===== config.mk =====
export PLATFORM = sky130hd
export DESIGN_NAME = sdc_core
export DESIGN_NICKNAME = d
export VERILOG_FILES = /design/src/sdc_pkg.sv /design/src/sdc_buf_if.sv /design/src/sdc_skid_buf.sv /design/src/sdc_core.sv
export SDC_FILE = /design/constraint.sdc
export NUM_CORES = 1
export LEC_CHECK = 0
export BUFFER_PORTS_ARGS = -buffer_cell sky130_fd_sc_hd__buf_2
export CAP_MARGIN = 20
export CELL_PAD_IN_SITES_DETAIL_PLACEMENT = 0
export CELL_PAD_IN_SITES_GLOBAL_PLACEMENT = 1
export CORE_ASPECT_RATIO = 0.8
export CORE_MARGIN = 2
export CORE_UTILIZATION = 32
export CTS_BUF_LIST = sky130_fd_sc_hd__clkbuf_8
export DETAILED_ROUTE_END_ITERATION = 8
export MAX_ROUTING_LAYER = met4
export PLACE_DENSITY_LB_ADDON = 0.1
export SLEW_MARGIN = 20
export SYNTH_ARGS = -nofsm -noshare
export SYNTH_HDL_FRONTEND = slang
export SYNTH_SLANG_ARGS = --single-unit
export TNS_END_PERCENT = 1

===== constraint.sdc =====
create_clock -name core_clk -period 2.53 [get_ports core_clk]
set_input_delay 0.1265 -clock core_clk [delete_from_list [all_inputs] [get_ports core_clk]]
set_output_delay 0.1265 -clock core_clk [all_outputs]
set_load 0.05 [all_outputs]

===== src/sdc_pkg.sv =====
// Package of constants and types for the SDRAM command interface block.
package sdc_pkg;
   localparam int SDC_ROW_W = 13;
   localparam int SDC_COL_W = 12;
   localparam int SDC_BANKS = 4;
   localparam int SDC_DQ_W = 16;
   localparam int SDC_DQM_W = 2;
   localparam int SDC_MODE_W = 14;
   localparam int SDC_AP_BIT = 10;
   localparam logic [SDC_MODE_W-1:0] SDC_MODE_RST = 14'h0000;
   localparam int SDC_CLK_MHZ = 40;
   localparam int SDC_TRP_NS = 20;
   localparam int SDC_TRP_CYC = (SDC_TRP_NS * SDC_CLK_MHZ + 999) / 1000;
   localparam int SDC_DQZ_CYC = 2;
   localparam logic [7:0] SDC_BURST_LEN = 8'h04;
   localparam int SDC_SREF_TICK = 312;
   // Encoded commands on {ras_n, cas_n, we_n}.
   typedef enum logic [2:0] {
      SDC_CMD_NOP = 3'h7,
      SDC_CMD_ACT = 3'h3,
      SDC_CMD_RD = 3'h5,
      SDC_CMD_WR = 3'h4,
      SDC_CMD_BST = 3'h6,
      SDC_CMD_PRE = 3'h2,
      SDC_CMD_REF = 3'h1,
      SDC_CMD_MRS = 3'h0
   } sdc_cmd_t;
   typedef enum logic [2:0] {
      SDC_ST_IDLE = 3'h1,
      SDC_ST_READ = 3'h2,
      SDC_ST_WRITE = 3'h4
   } sdc_burst_t;
endpackage


===== src/sdc_buf_if.sv =====
// Interface carrying read data words between the core and its output buffer.
`timescale 1ns/1ps
`default_nettype none
interface sdc_buf_if;
   logic in_valid;
   logic in_ready;
   logic [15:0] in_data;
   logic out_valid;
   logic out_ready;
   logic [15:0] out_data;
   modport src (output in_valid, output in_data, input in_ready);
   modport buf_side (input in_valid, input in_data, output in_ready,
      output out_valid, output out_data, input out_ready);
   modport snk (input out_valid, input out_data, output out_ready);
endinterface
`default_nettype wire


===== src/sdc_skid_buf.sv =====
// Two-entry buffer for read data with valid and ready on both sides.
`timescale 1ns/1ps
`default_nettype none
module sdc_skid_buf (
   // Clock and reset.
   input wire logic core_clk,
   input wire logic rst_n,
   // Buffer ports.
   sdc_buf_if.buf_side bif
);
   logic [15:0] mem_ff [2];
   logic wp_ff;
   logic rp_ff;
   logic [1:0] cnt_ff;
   wire push = bif.in_valid && bif.in_ready;
   wire pop = bif.out_valid && bif.out_ready;

   // Ready drops when both entries hold data so the source stalls.
   assign bif.in_ready = (cnt_ff != 2'h2);
   assign bif.out_valid = (cnt_ff != 2'h0);
   assign bif.out_data = mem_ff[rp_ff];

   // Pointer and occupancy update.
   always_ff @(posedge core_clk or negedge rst_n) begin
      if (!rst_n) begin
         wp_ff <= 1'b0;
         rp_ff <= 1'b0;
         cnt_ff <= 2'h0;
      end else begin
         if (push) wp_ff <= ~wp_ff;
         if (pop) rp_ff <= ~rp_ff;
         cnt_ff <= cnt_ff + {1'b0, push} - {1'b0, pop};
      end
   end

   // Storage carries no reset; valid gates it.
   always_ff @(posedge core_clk) begin
      if (push) mem_ff[wp_ff] <= bif.in_data;
   end
endmodule
`default_nettype wire


===== src/sdc_core.sv =====
// SDRAM command decoder with bank, burst, refresh and mask handling.
`timescale 1ns/1ps
`default_nettype none
module sdc_core
   import sdc_pkg::*;
#(
   parameter bit AUTOMOTIVE = 1'b0
) (
   // Clock and reset.
   input wire logic core_clk,
   input wire logic rst_n,
   // Command pins.
   input wire logic cke,
   input wire logic cs_n,
   input wire logic ras_n,
   input wire logic cas_n,
   input wire logic we_n,
   input wire logic [1:0] ba,
   input wire logic [sdc_pkg::SDC_ROW_W-1:0] addr,
   // Data pins and mask.
   input wire logic [sdc_pkg::SDC_DQM_W-1:0] dqm,
   input wire logic [sdc_pkg::SDC_DQ_W-1:0] dq_i,
   output logic [sdc_pkg::SDC_DQ_W-1:0] dq_o,
   output logic [sdc_pkg::SDC_DQM_W-1:0] dq_oe,
   // Array side: read data arrives as a stream, writes leave with a lane mask.
   output logic arr_wr,
   output logic [1:0] arr_bank,
   output logic [sdc_pkg::SDC_ROW_W-1:0] arr_row,
   output logic [sdc_pkg::SDC_COL_W-1:0] arr_col,
   output logic [sdc_pkg::SDC_DQM_W-1:0] arr_wr_lanes,
   output logic [sdc_pkg::SDC_DQ_W-1:0] arr_wdata,
   input wire logic rd_valid,
   input wire logic [sdc_pkg::SDC_DQ_W-1:0] rd_data,
   output logic rd_ready,
   output logic arr_rd,
   // Refresh side.
   output logic ref_pulse,
   output logic [sdc_pkg::SDC_ROW_W-1:0] ref_row,
   // Status.
   output logic [sdc_pkg::SDC_MODE_W-1:0] mode_reg,
   output logic [sdc_pkg::SDC_BANKS-1:0] bank_open,
   output logic [sdc_pkg::SDC_BANKS-1:0] bank_ready,
   output logic in_self_refresh
);
   import sdc_pkg::*;

   sdc_buf_if bif ();
   sdc_skid_buf u_buf (
      .core_clk(core_clk),
      .rst_n(rst_n),
      .bif(bif)
   );

   logic [SDC_MODE_W-1:0] mode_ff;
   logic [SDC_BANKS-1:0] open_ff;
   logic [SDC_ROW_W-1:0] row_ff [SDC_BANKS];
   logic [3:0] trp_ff [SDC_BANKS];
   sdc_burst_t bst_ff, nxt_bst;
   logic [1:0] bbank_ff;
   logic [SDC_COL_W-1:0] col_ff;
   logic [7:0] left_ff;
   logic ap_ff;
   logic sref_ff;
   logic [SDC_ROW_W-1:0] refrow_ff;
   logic [8:0] tick_ff;
   logic [SDC_DQM_W-1:0] dqm_d1_ff;
   logic rdv_d1_ff;
   logic [SDC_DQ_W-1:0] dq_o_ff;
   logic [SDC_DQM_W-1:0] oe_ff;

   // Plain decode of the command pins; a deselected or sleeping device sees a no-op.
   function automatic logic is_cmd(input logic [2:0] code, input sdc_cmd_t c);
      return code == c;
   endfunction

   wire [2:0] pins = {ras_n, cas_n, we_n};
   wire live = !cs_n && !sref_ff;
   wire c_act = live && cke && is_cmd(pins, SDC_CMD_ACT);
   wire c_rd = live && cke && is_cmd(pins, SDC_CMD_RD);
   wire c_wr = live && cke && is_cmd(pins, SDC_CMD_WR);
   wire c_bst = live && cke && is_cmd(pins, SDC_CMD_BST);
   wire c_pre = live && cke && is_cmd(pins, SDC_CMD_PRE);
   wire c_mrs = live && cke && is_cmd(pins, SDC_CMD_MRS);
   wire c_ref = live && cke && is_cmd(pins, SDC_CMD_REF);
   wire c_sre = live && !cke && is_cmd(pins, SDC_CMD_REF) && !AUTOMOTIVE;
   wire a10 = addr[SDC_AP_BIT];
   wire pre_all = c_pre && a10;
   wire [SDC_BANKS-1:0] bank_sel = 4'h1 << ba;
   wire burst_busy = (bst_ff != SDC_ST_IDLE);
   wire burst_last = burst_busy && (left_ff == 8'h01);
   wire new_burst = c_rd || c_wr;
   wire cut_burst = c_bst || (burst_last && !new_burst);
   // Gated by a running burst so a stale auto precharge flag never closes a bank later.
   wire ap_close = cut_burst && ap_ff && burst_busy;
   wire [SDC_BANKS-1:0] close_mask =
      (pre_all ? {SDC_BANKS{1'b1}} : (c_pre ? bank_sel : 4'h0)) |
      (ap_close ? (4'h1 << bbank_ff) : 4'h0);
   wire ready_now [SDC_BANKS];

   // Burst sequencer: a new column command replaces whatever ran before.
   always_comb begin
      nxt_bst = bst_ff;
      case (bst_ff)
         SDC_ST_IDLE, SDC_ST_READ, SDC_ST_WRITE: begin
            if (c_rd) nxt_bst = SDC_ST_READ;
            else if (c_wr) nxt_bst = SDC_ST_WRITE;
            else if (cut_burst) nxt_bst = SDC_ST_IDLE;
         end
         default: nxt_bst = SDC_ST_IDLE;
      endcase
   end

   always_ff @(posedge core_clk or negedge rst_n) begin
      if (!rst_n) begin
         bst_ff <= SDC_ST_IDLE;
         left_ff <= 8'h00;
         ap_ff <= 1'b0;
         bbank_ff <= 2'h0;
         col_ff <= '0;
      end else begin
         bst_ff <= nxt_bst;
         if (new_burst) begin
            left_ff <= SDC_BURST_LEN;
            ap_ff <= a10;
            bbank_ff <= ba;
            col_ff <= addr[SDC_COL_W-1:0];
         end else if (burst_busy) begin
            left_ff <= left_ff - 8'h01;
            col_ff <= col_ff + 12'h001;
         end
      end
   end

   // Mode register load takes the op code with the bank bits on top.
   always_ff @(posedge core_clk or negedge rst_n) begin
      if (!rst_n) mode_ff <= SDC_MODE_RST;
      else if (c_mrs) mode_ff <= {ba, addr[11:0]};
   end

   // Bank rows and precharge timers; a row stays open until closed.
   for (genvar b = 0; b < SDC_BANKS; b++) begin : g_bank
      assign ready_now[b] = (trp_ff[b] == 4'h0);
      always_ff @(posedge core_clk or negedge rst_n) begin
         if (!rst_n) begin
            open_ff[b] <= 1'b0;
            trp_ff[b] <= 4'h0;
            row_ff[b] <= '0;
         end else if (close_mask[b]) begin
            open_ff[b] <= 1'b0;
            trp_ff[b] <= 4'(SDC_TRP_CYC);
         end else begin
            if (c_act && ba == 2'(b) && ready_now[b]) begin
               open_ff[b] <= 1'b1;
               row_ff[b] <= addr;
            end
            if (!ready_now[b]) trp_ff[b] <= trp_ff[b] - 4'h1;
         end
      end
      assign bank_ready[b] = ready_now[b] && !open_ff[b];
   end

   // Self refresh runs on a divided tick; only CKE rising ends it.
   always_ff @(posedge core_clk or negedge rst_n) begin
      if (!rst_n) begin
         sref_ff <= 1'b0;
         tick_ff <= 9'h000;
         refrow_ff <= '0;
      end else begin
         if (c_sre) sref_ff <= 1'b1;
         else if (sref_ff && cke) sref_ff <= 1'b0;
         if (sref_ff) tick_ff <= (tick_ff == 9'(SDC_SREF_TICK - 1)) ? 9'h000 : tick_ff + 9'h001;
         else tick_ff <= 9'h000;
         if (ref_pulse) refrow_ff <= refrow_ff + 13'h0001;
      end
   end
   // Both refresh paths step the same row counter; address pins are unused.
   assign ref_pulse = c_ref || (sref_ff && tick_ff == 9'(SDC_SREF_TICK - 1));

   // Read mask and data pipeline: lanes follow the mask two clocks later.
   assign arr_rd = (bst_ff == SDC_ST_READ);
   // Words are taken only while the burst runs, so the buffer drains in the burst's tail.
   assign bif.in_valid = rd_valid && arr_rd;
   assign bif.in_data = rd_data;
   assign rd_ready = bif.in_ready && arr_rd;
   assign bif.out_ready = rdv_d1_ff;
   always_ff @(posedge core_clk or negedge rst_n) begin
      if (!rst_n) begin
         dqm_d1_ff <= '1;
         rdv_d1_ff <= 1'b0;
         dq_o_ff <= '0;
         oe_ff <= '0;
      end else begin
         dqm_d1_ff <= dqm;
         rdv_d1_ff <= arr_rd;
         if (rdv_d1_ff && bif.out_valid) dq_o_ff <= bif.out_data;
         oe_ff <= (rdv_d1_ff && bif.out_valid) ? ~dqm_d1_ff : '0;
      end
   end
   assign dq_o = dq_o_ff;
   assign dq_oe = oe_ff;

   // Write path: the mask is taken in the same cycle as the data.
   // A read command replaces the write burst, so its cycle is no write beat.
   wire wr_beat = c_wr || (bst_ff == SDC_ST_WRITE && !cut_burst && !c_rd);
   assign arr_wr = wr_beat && (dqm != 2'h3);
   assign arr_wr_lanes = ~dqm;
   assign arr_wdata = dq_i;
   assign arr_bank = c_wr ? ba : bbank_ff;
   assign arr_col = c_wr ? addr[SDC_COL_W-1:0] : col_ff;
   assign arr_row = row_ff[arr_bank];

   assign mode_reg = mode_ff;
   assign bank_open = open_ff;
   assign in_self_refresh = sref_ff;
   assign ref_row = refrow_ff;

   // Checks beside the logic.
   a_precharge_all: assert property (@(posedge core_clk) disable iff (!rst_n)
      pre_all |=> open_ff == 4'h0) else $error("precharge all left a bank open");
   a_mode_load: assert property (@(posedge core_clk) disable iff (!rst_n)
      c_mrs |=> mode_ff == $past({ba, addr[11:0]})) else $error("mode not loaded");
   a_deselect_quiet: assert property (@(posedge core_clk) disable iff (!rst_n)
      cs_n |=> $stable(open_ff) || $past(ap_close)) else $error("deselect changed banks");
   a_dqm_high_z: assert property (@(posedge core_clk) disable iff (!rst_n)
      dqm == 2'h3 |-> ##2 dq_oe == 2'h0) else $error("masked lane driven");
   a_write_mask: assert property (@(posedge core_clk) disable iff (!rst_n)
      dqm == 2'h3 |-> !arr_wr) else $error("write with full mask");
   a_trp_wait: assert property (@(posedge core_clk) disable iff (!rst_n)
      c_pre && !a10 |=> !bank_ready[$past(ba)] [*1]) else $error("bank ready early");
   a_bst_cuts: assert property (@(posedge core_clk) disable iff (!rst_n)
      c_bst |=> bst_ff == SDC_ST_IDLE) else $error("burst not cut");
   a_sref_hold: assert property (@(posedge core_clk) disable iff (!rst_n)
      sref_ff && !cke |=> sref_ff) else $error("self refresh left early");
   a_auto_ref: assert property (@(posedge core_clk) disable iff (!rst_n)
      c_ref |=> refrow_ff == $past(refrow_ff) + 13'h0001) else $error("row not advanced");
   a_auto_close: assert property (@(posedge core_clk) disable iff (!rst_n)
      burst_last && ap_ff && !new_burst |=> !open_ff[$past(bbank_ff)])
      else $error("auto precharge missed");
   c_read_burst: cover property (@(posedge core_clk) disable iff (!rst_n)
      c_rd ##[2:6] dq_oe != 2'h0);
   c_write_ap: cover property (@(posedge core_clk) disable iff (!rst_n) c_wr && a10);
   c_sref: cover property (@(posedge core_clk) disable iff (!rst_n) c_sre ##[1:400] ref_pulse);
endmodule
`default_nettype wire


# --- After elaboration in Yosys (flattened, before gate mapping) ---
# Memory sizes are Yosys's and may differ from the RTL's. A register that Yosys moved wholly into a read port is not among the register bits.
# Cells that the tools add are included.
op_classes:
  mux: 39
  addsub: 10
  magnitude_cmp: 1
  n_eq_ne: 22
  n_reduce_logical: 70
  bitwise: 10
  n_shift: 2
ops:
  columns: ["op", "n"]
  rows:
  - ["2-to-1 mux 4 bit", 11]
  - ["logical AND 1 bit", 37]
  - ["2-to-1 mux 12 bit", 3]
  - ["binary-select mux 13 bit (select 2 bit)", 1]
  - ["2-to-1 mux 13 bit", 2]
  - ["2-to-1 mux 9 bit", 2]
  - ["zero test 4 bit", 4]
  - ["2-to-1 mux 8 bit", 2]
  - ["subtractor 4 x 1 -> 4 bit, second input constant", 4]
  - ["nonzero test 2 bit", 7]
  - ["adder 13 x 1 -> 13 bit, second input constant", 1]
  - ["adder 12 x 1 -> 12 bit, second input constant", 1]
  - ["== test 3 bit, second input constant", 4]
  - ["2-to-1 mux 1 bit", 12]
  - ["2-to-1 mux 3 bit", 4]
  - ["!= test 2 bit, second input constant", 6]
  - ["zero test 1 bit", 11]
  - ["adder 9 x 1 -> 9 bit, second input constant", 1]
  - ["== test 3 x 2 -> 1 bit, second input constant", 3]
  - ["== test 9 bit, second input constant", 1]
  - ["== test 8 x 1 -> 1 bit, second input constant", 1]
  - ["AND reduction 2 bit", 4]
  - ["<< shifter 1 x 2 -> 4 bit, first input constant", 2]
  - ["subtractor 8 x 1 -> 8 bit, second input constant", 1]
  - ["other kinds (17)", 29]
totals:
  input_bits: 57
  mem_count: 1
  regBits: 144
  out_inout_bits: 103
  ramBits: 32
mem_list:
  columns: ["name", "words", "word_bits", "rd", "rd_clocked_by_memory_dff", "write_ports", "line_no", "source"]
  rows:
  - ["u_buf.mem_ff", 2, 16, 1, 1, 1, "sdc_skid_buf.sv:11", "logic [15:0] mem_ff [2];"]

# --- Depth between registers and ports, before layout ---
logic_depth:
  ltp_word: 14
  mapped_depth: 8
  depth_no_buf: 7

# --- Modules after synthesis ---
# A second synthesis with hierarchy kept.
unflattened:
  cells_unflattened: 704
  area_unflattened_um2: 8922.3
modules_own_cells:
  columns: ["module", "area_each_um2", "instances", "seq_area_each_um2", "cells_each"]
  rows:
  - ["sdc_core", 7559.8, 1, 3907.5, 637]
  - ["sdc_skid_buf", 1362.6, 1, 1061.0, 67]

# --- Worst setup path before layout ---
# No wires, ideal clock.
synth_timing:
  kind: "register -> register"
  startpoint: "register bst_ff[2]"
  endpoint: "memory u_buf.mem_ff[0][0] (enable)"
  path_slack_ps: -1972
  synth_period_minus_slack_ps: 4502
  path_stages_with_launch: 5
  t_arrival_ps: 4113
  required_ps: 2141
  path_buffers: 0
  setup_time_ps: 389
  cell_sequence: "dfrtp_1 > nor3b_1 > a21boi_0 > nand2_1 > nor2_1"
synth_between:
  elab_chain_len: 5
synth_lines:
  columns: ["item", "line_no", "source"]
  rows:
  - ["start: declaration", "sdc_core.sv:58", "sdc_burst_t bst_ff, nxt_bst;"]
  - ["start signal: assignment", "sdc_core.sv:121", "bst_ff <= nxt_bst;"]
  - ["== test 3 x 2 -> 1 bit", "sdc_core.sv:180", "assign arr_rd = (bst_ff == SDC_ST_READ);"]
  - ["via arr_rd", "sdc_core.sv:35", "output logic arr_rd,"]
  - ["logical AND 1 bit", "sdc_core.sv:182", "assign bif.in_valid = rd_valid && arr_rd;"]
  - ["logical AND 1 bit", "sdc_skid_buf.sv:15", "wire push = bif.in_valid && bif.in_ready;"]
  - ["2-to-1 mux 1 bit", "sdc_skid_buf.sv:38", "if (push) mem_ff[wp_ff] <= bif.in_data;"]
  - ["2-to-1 mux 1 bit (implied by the code)", "sdc_skid_buf.sv:38", null]
  - ["end: declaration", "sdc_skid_buf.sv:11", null]
# The timed path passes the listed nets, and every way through them passes these cells.

# --- Worst setup path in the final report ---
layout_timing:
  startpoint: "register sref_ff, in the netlist in_self_refresh"
  endpoint: "output arr_row[8] (netlist name)"
layout_between:
  elab_chain_len: 9
layout_lines:
  columns: ["item", "line_no", "source"]
  rows:
  - ["start: declaration", "sdc_core.sv:63", "logic sref_ff;"]
  - ["start signal: assignment", "sdc_core.sv:165", "sref_ff <= 1'b0;"]
  - ["start signal: assignment", "sdc_core.sv:169", "if (c_sre) sref_ff <= 1'b1;"]
  - ["start signal: assignment", "sdc_core.sv:170", "else if (sref_ff && cke) sref_ff <= 1'b0;"]
  - ["zero test 1 bit", "sdc_core.sv:77", "wire live = !cs_n && !sref_ff;"]
  - ["logical AND 1 bit", "sdc_core.sv:77", null]
  - ["logical AND 1 bit (2 in a row)", "sdc_core.sv:80", "wire c_wr = live && cke && is_cmd(pins, SDC_CMD_WR);"]
  - ["2-to-1 mux 2 bit", "sdc_core.sv:208", "assign arr_bank = c_wr ? ba : bbank_ff;"]
  - ["inverter 2 -> 3 bit (implied by the code)", "sdc_core.sv:210", "assign arr_row = row_ff[arr_bank];"]
  - ["binary-select mux 13 bit (select 2 bit)", "sdc_core.sv:210", null]
  - ["2-to-1 mux 13 bit (implied by the code) (2 in a row)", "sdc_core.sv:210", null]
  - ["end: declaration", "sdc_core.sv:28", "output logic [sdc_pkg::SDC_ROW_W-1:0] arr_row,"]
# Every way passes these cells. The select of a mux whose other input is x is not followed.

==> metrics.md <==
| Metric | Value |
|---|---|
| Crit. End Element | `output port` |
| Reg2reg path depth | `7` |
| Crit-path max cell delay | `around 0.44 ns` |
| HP Start | `cas_n` |
| FFs w/ async S/R, synth | `a little over four fifths` |
| Slowest CP cell | `dfrtp_2` |
| Commonest non-fill, non-tap cell in the layout | `dfrtp_1` |
| Mean Syn Cell Area | `11.8 µm²` |
| Synth Instances | `742` |
| Design Power | `roughly 9 mW` |
| Routed Antenna Nets | `0` |
| WL final | `approximately 22000 µm` |
| Worst Setup Path Type | `register to output port` |
| Most frequent cells in the layout | `156 x dfrtp_1, 110 x buf_2, 87 x nand2_1` |
| Post-route DRC | `0` |
| Syn_nets | `814` |
| Drt wl/cell | `16.5 µm` |
| Worst slew margin | `52.6%` |
| Leakage | `about 5.1 nW` |
| HPWL Detailed | `between 10000 and 15000 µm` |
| Std-Cell Rows | `between 50 and 60` |
| Share of cells above drive strength 1 | `34.4%` |
| Largest net degree at the start of global routing | `69` |
| Nets@finish | `~1000` |
| Clock transition at path regs | `0.10 ns` |
| Post-Syn Area | `~0.0088 mm²` |
| Min-Delay Path Class | `input port to register` |
| Io pins | `160` |
| Crit. Startpoint | `in_self_refresh` |
| First-pass GRT wire length | `34900 µm` |
| Actual slew at the worst max-slew pin | `0.711 ns` |
| Overflow after GRT | `0` |
| Vias | `between 6k and 7k` |
| Synth warn | `0` |
| Worst hold stages | `4` |
| Total CTS buffers | `17` |
| Final worst slack | `-0.0251 ns` |
| Max Clock Skew | `0.0153 ns` |
| CTS tree | `yes` |
| Register area share after synthesis | `56.6%` |
| Port Buffer Count | `approximately 130` |
| Post-synth cell types | `50` |
| DIE WIDTH | `189 µm` |
| Slew Limit Fails | `0` |
| Startpoint Class | `register` |
| Critical Path RT | `2.40 ns` |
| Fmax | `about 0.39 GHz` |
| Routability Congestion | `0.728` |
| Top flop regs | `row_ff: 52 flops, u_buf.mem_ff: 32 flops` |
| Core ar. | `roughly 0.027 mm²` |
| Clock root buffer | `clkbuf_8` |
| FF+latch count, synth | `between 150 and 200` |
| Effective utilization at floorplan | `32.4%` |
| Power Dens Cells | `775 mW/mm²` |
| Synth Flop Type | `dfrtp_1` |
| Crit share post-route | `101%` |
| H-tree depth | `4` |
| Hold_ws | `0.112 ns` |
| Number of flip-flops in the largest register | `52` |
| Unrepaired setup endpoints after global routing | `yes` |
| Failing checks | `setup timing` |
| Most used cell, CP | `mux2i_4` |
| Reg-to-Reg Start | `in_self_refresh` |
| EDFF count, synth | `32` |
| Routed vias/inst | `4.63` |
| Setup violators final | `7` |
| Final Hold Vio Count | `0` |
| Final Critical Period | `roughly 2.6 ns` |
| Clock Latency Late Sink | `0.47 ns` |
| Die area | `0.0288 mm²` |
| CTS Sinks | `192` |
| CP Cell Sequence | `nor3b_4, nand2_2, mux2i_4, buf_6, buf_12, mux2i_1, mux2i_4, buf_4` |
| Max-cap viol count | `0` |
| Crit path DAT | `2.43 ns` |
| Die height | `152 µm` |
| Largest register by flop count | `row_ff` |
| Drt pass-1 iters | `4` |
| Clock buffer depth | `2` |
| Initial antenna violation count | `1` |
| Vias in the first global route | `6404` |
| Status | `complete, but fails checks` |
| VDD IR max | `0.000387 V` |
| Worst Path Max Fanout | `5` |
| Area growth, synth to finish | `29.6%` |
| GR Util All Layers | `between 10% and 20%` |
| Starting DRT DRC Count | `246` |
==> layout make-up <==
class	count	area (µm²)
Antenna cell	1	2.50
Clock inverter	15	154
Tap cell	364	455
Inverter	27	103
Clock buffer	17	234
Fill cell	2590	15700
Sequential cell	192	4970
Timing Repair Buffer	205	1590
Multi-Input combinational cell	484	3870
==> layer usage <==
| metal | vias up | share of wire (%) | track usage, % |
|---|---|---|---|
| met1 | 3010 | 47 | 20.4 |
| met3 | 24 | 3.2 | 3.13 |
| met5 | - | 0 | - |
| met4 | 0 | 1.5 | 4.28 |
| li1 | 2923 | - | - |
| met2 | 90 | 48 | 25.8 |
==> worst paths after layout <==
check | end | slack (ns)
max | arr_row[8] | -0.03
min | bbank_ff[1] | 0.11
max reg2reg | row_ff[6] | 0.02
min reg2reg | ref_row[12] | 0.47
max in group asynchronous | mode_reg[7] | 1.42
min in group asynchronous | trp_ff[5] | 0.23
==> logic make-up (layout without fill, tap and decap cells) <==
family | count (synthesis) | after routing | synth area share [%]
other | 0 | 1 | 0
XOR/XNOR | 51 | 51 | 5.09
AND/OR/NAND/NOR | 228 | 228 | 12.6
buffers and inverters | 66 | 264 | 3.78
adder cells (fa/ha/maj) | 15 | 15 | 2.14
AO/OA/AOI/OAI | 66 | 66 | 4.29
flip-flops | 192 | 192 | 56.6
multiplexers | 124 | 124 | 15.5
==> synth_stat cells, drive strengths merged (7+ instances only) <==
library cell / number / area [µm²]
o21ai: 44 / 231
nor2: 49 / 184
a21oi: 7 / 35.0
nor3b: 8 / 65.1
inv: 26 / 97.6
mux2i: 57 / 571
nor3: 16 / 80.1
nand2b: 7 / 43.8
and3: 9 / 56.3
xor2: 12 / 105
ha: 15 / 188
buf: 25 / 178
clkbuf: 14 / 52.6
nand4: 11 / 68.8
mux2: 67 / 792
xnor2: 39 / 342
nand2: 88 / 330
nand3: 11 / 55.1
edfxtp: 32 / 961
dfrtp: 157 / 3930
==> power breakdown <==
part / leakage [nW] / switching [mW] / internal (mW)
Combinational: 2.54 / 1.74 / 1.13
Clock: 0.188 / 1.20 / 0.808
Sequential: 2.41 / 0.375 / 3.57
Total: 5.14 / 3.31 / 5.51
==> through the flow <==
step	instances	instance area, µm²	setup WS, ns	util, %	setup TNS, ns
floorplan	742	8940	-0.110	-	-1.16
global placement	1228	10200	0.0812	37.8	0
detailed placement	1228	10200	0.0401	37.8	0
CTS	1302	11300	-0.0973	41.6	-1.00
global route	1305	11400	-0.146	42.0	-3.46
finish	1305	11400	-0.0251	42.0	-0.116
==> critical path, delay by kind of cell (launching register included) <==
kind	cells	cell delay [ns]
simple gates	2	0.35
buf+inv	3	0.50
mux	3	0.65
flops	1	0.44
==> repair_timing <==
item,CTS,global route
gates cloned,1,1
buffers inserted,4,1
resized for setup,51,13
endpoints found under the hold margin,163,0
endpoints found under the setup margin,26,68
pin swaps,1,1
hold buffers,37,0
(Power assumes the default switching activity.)
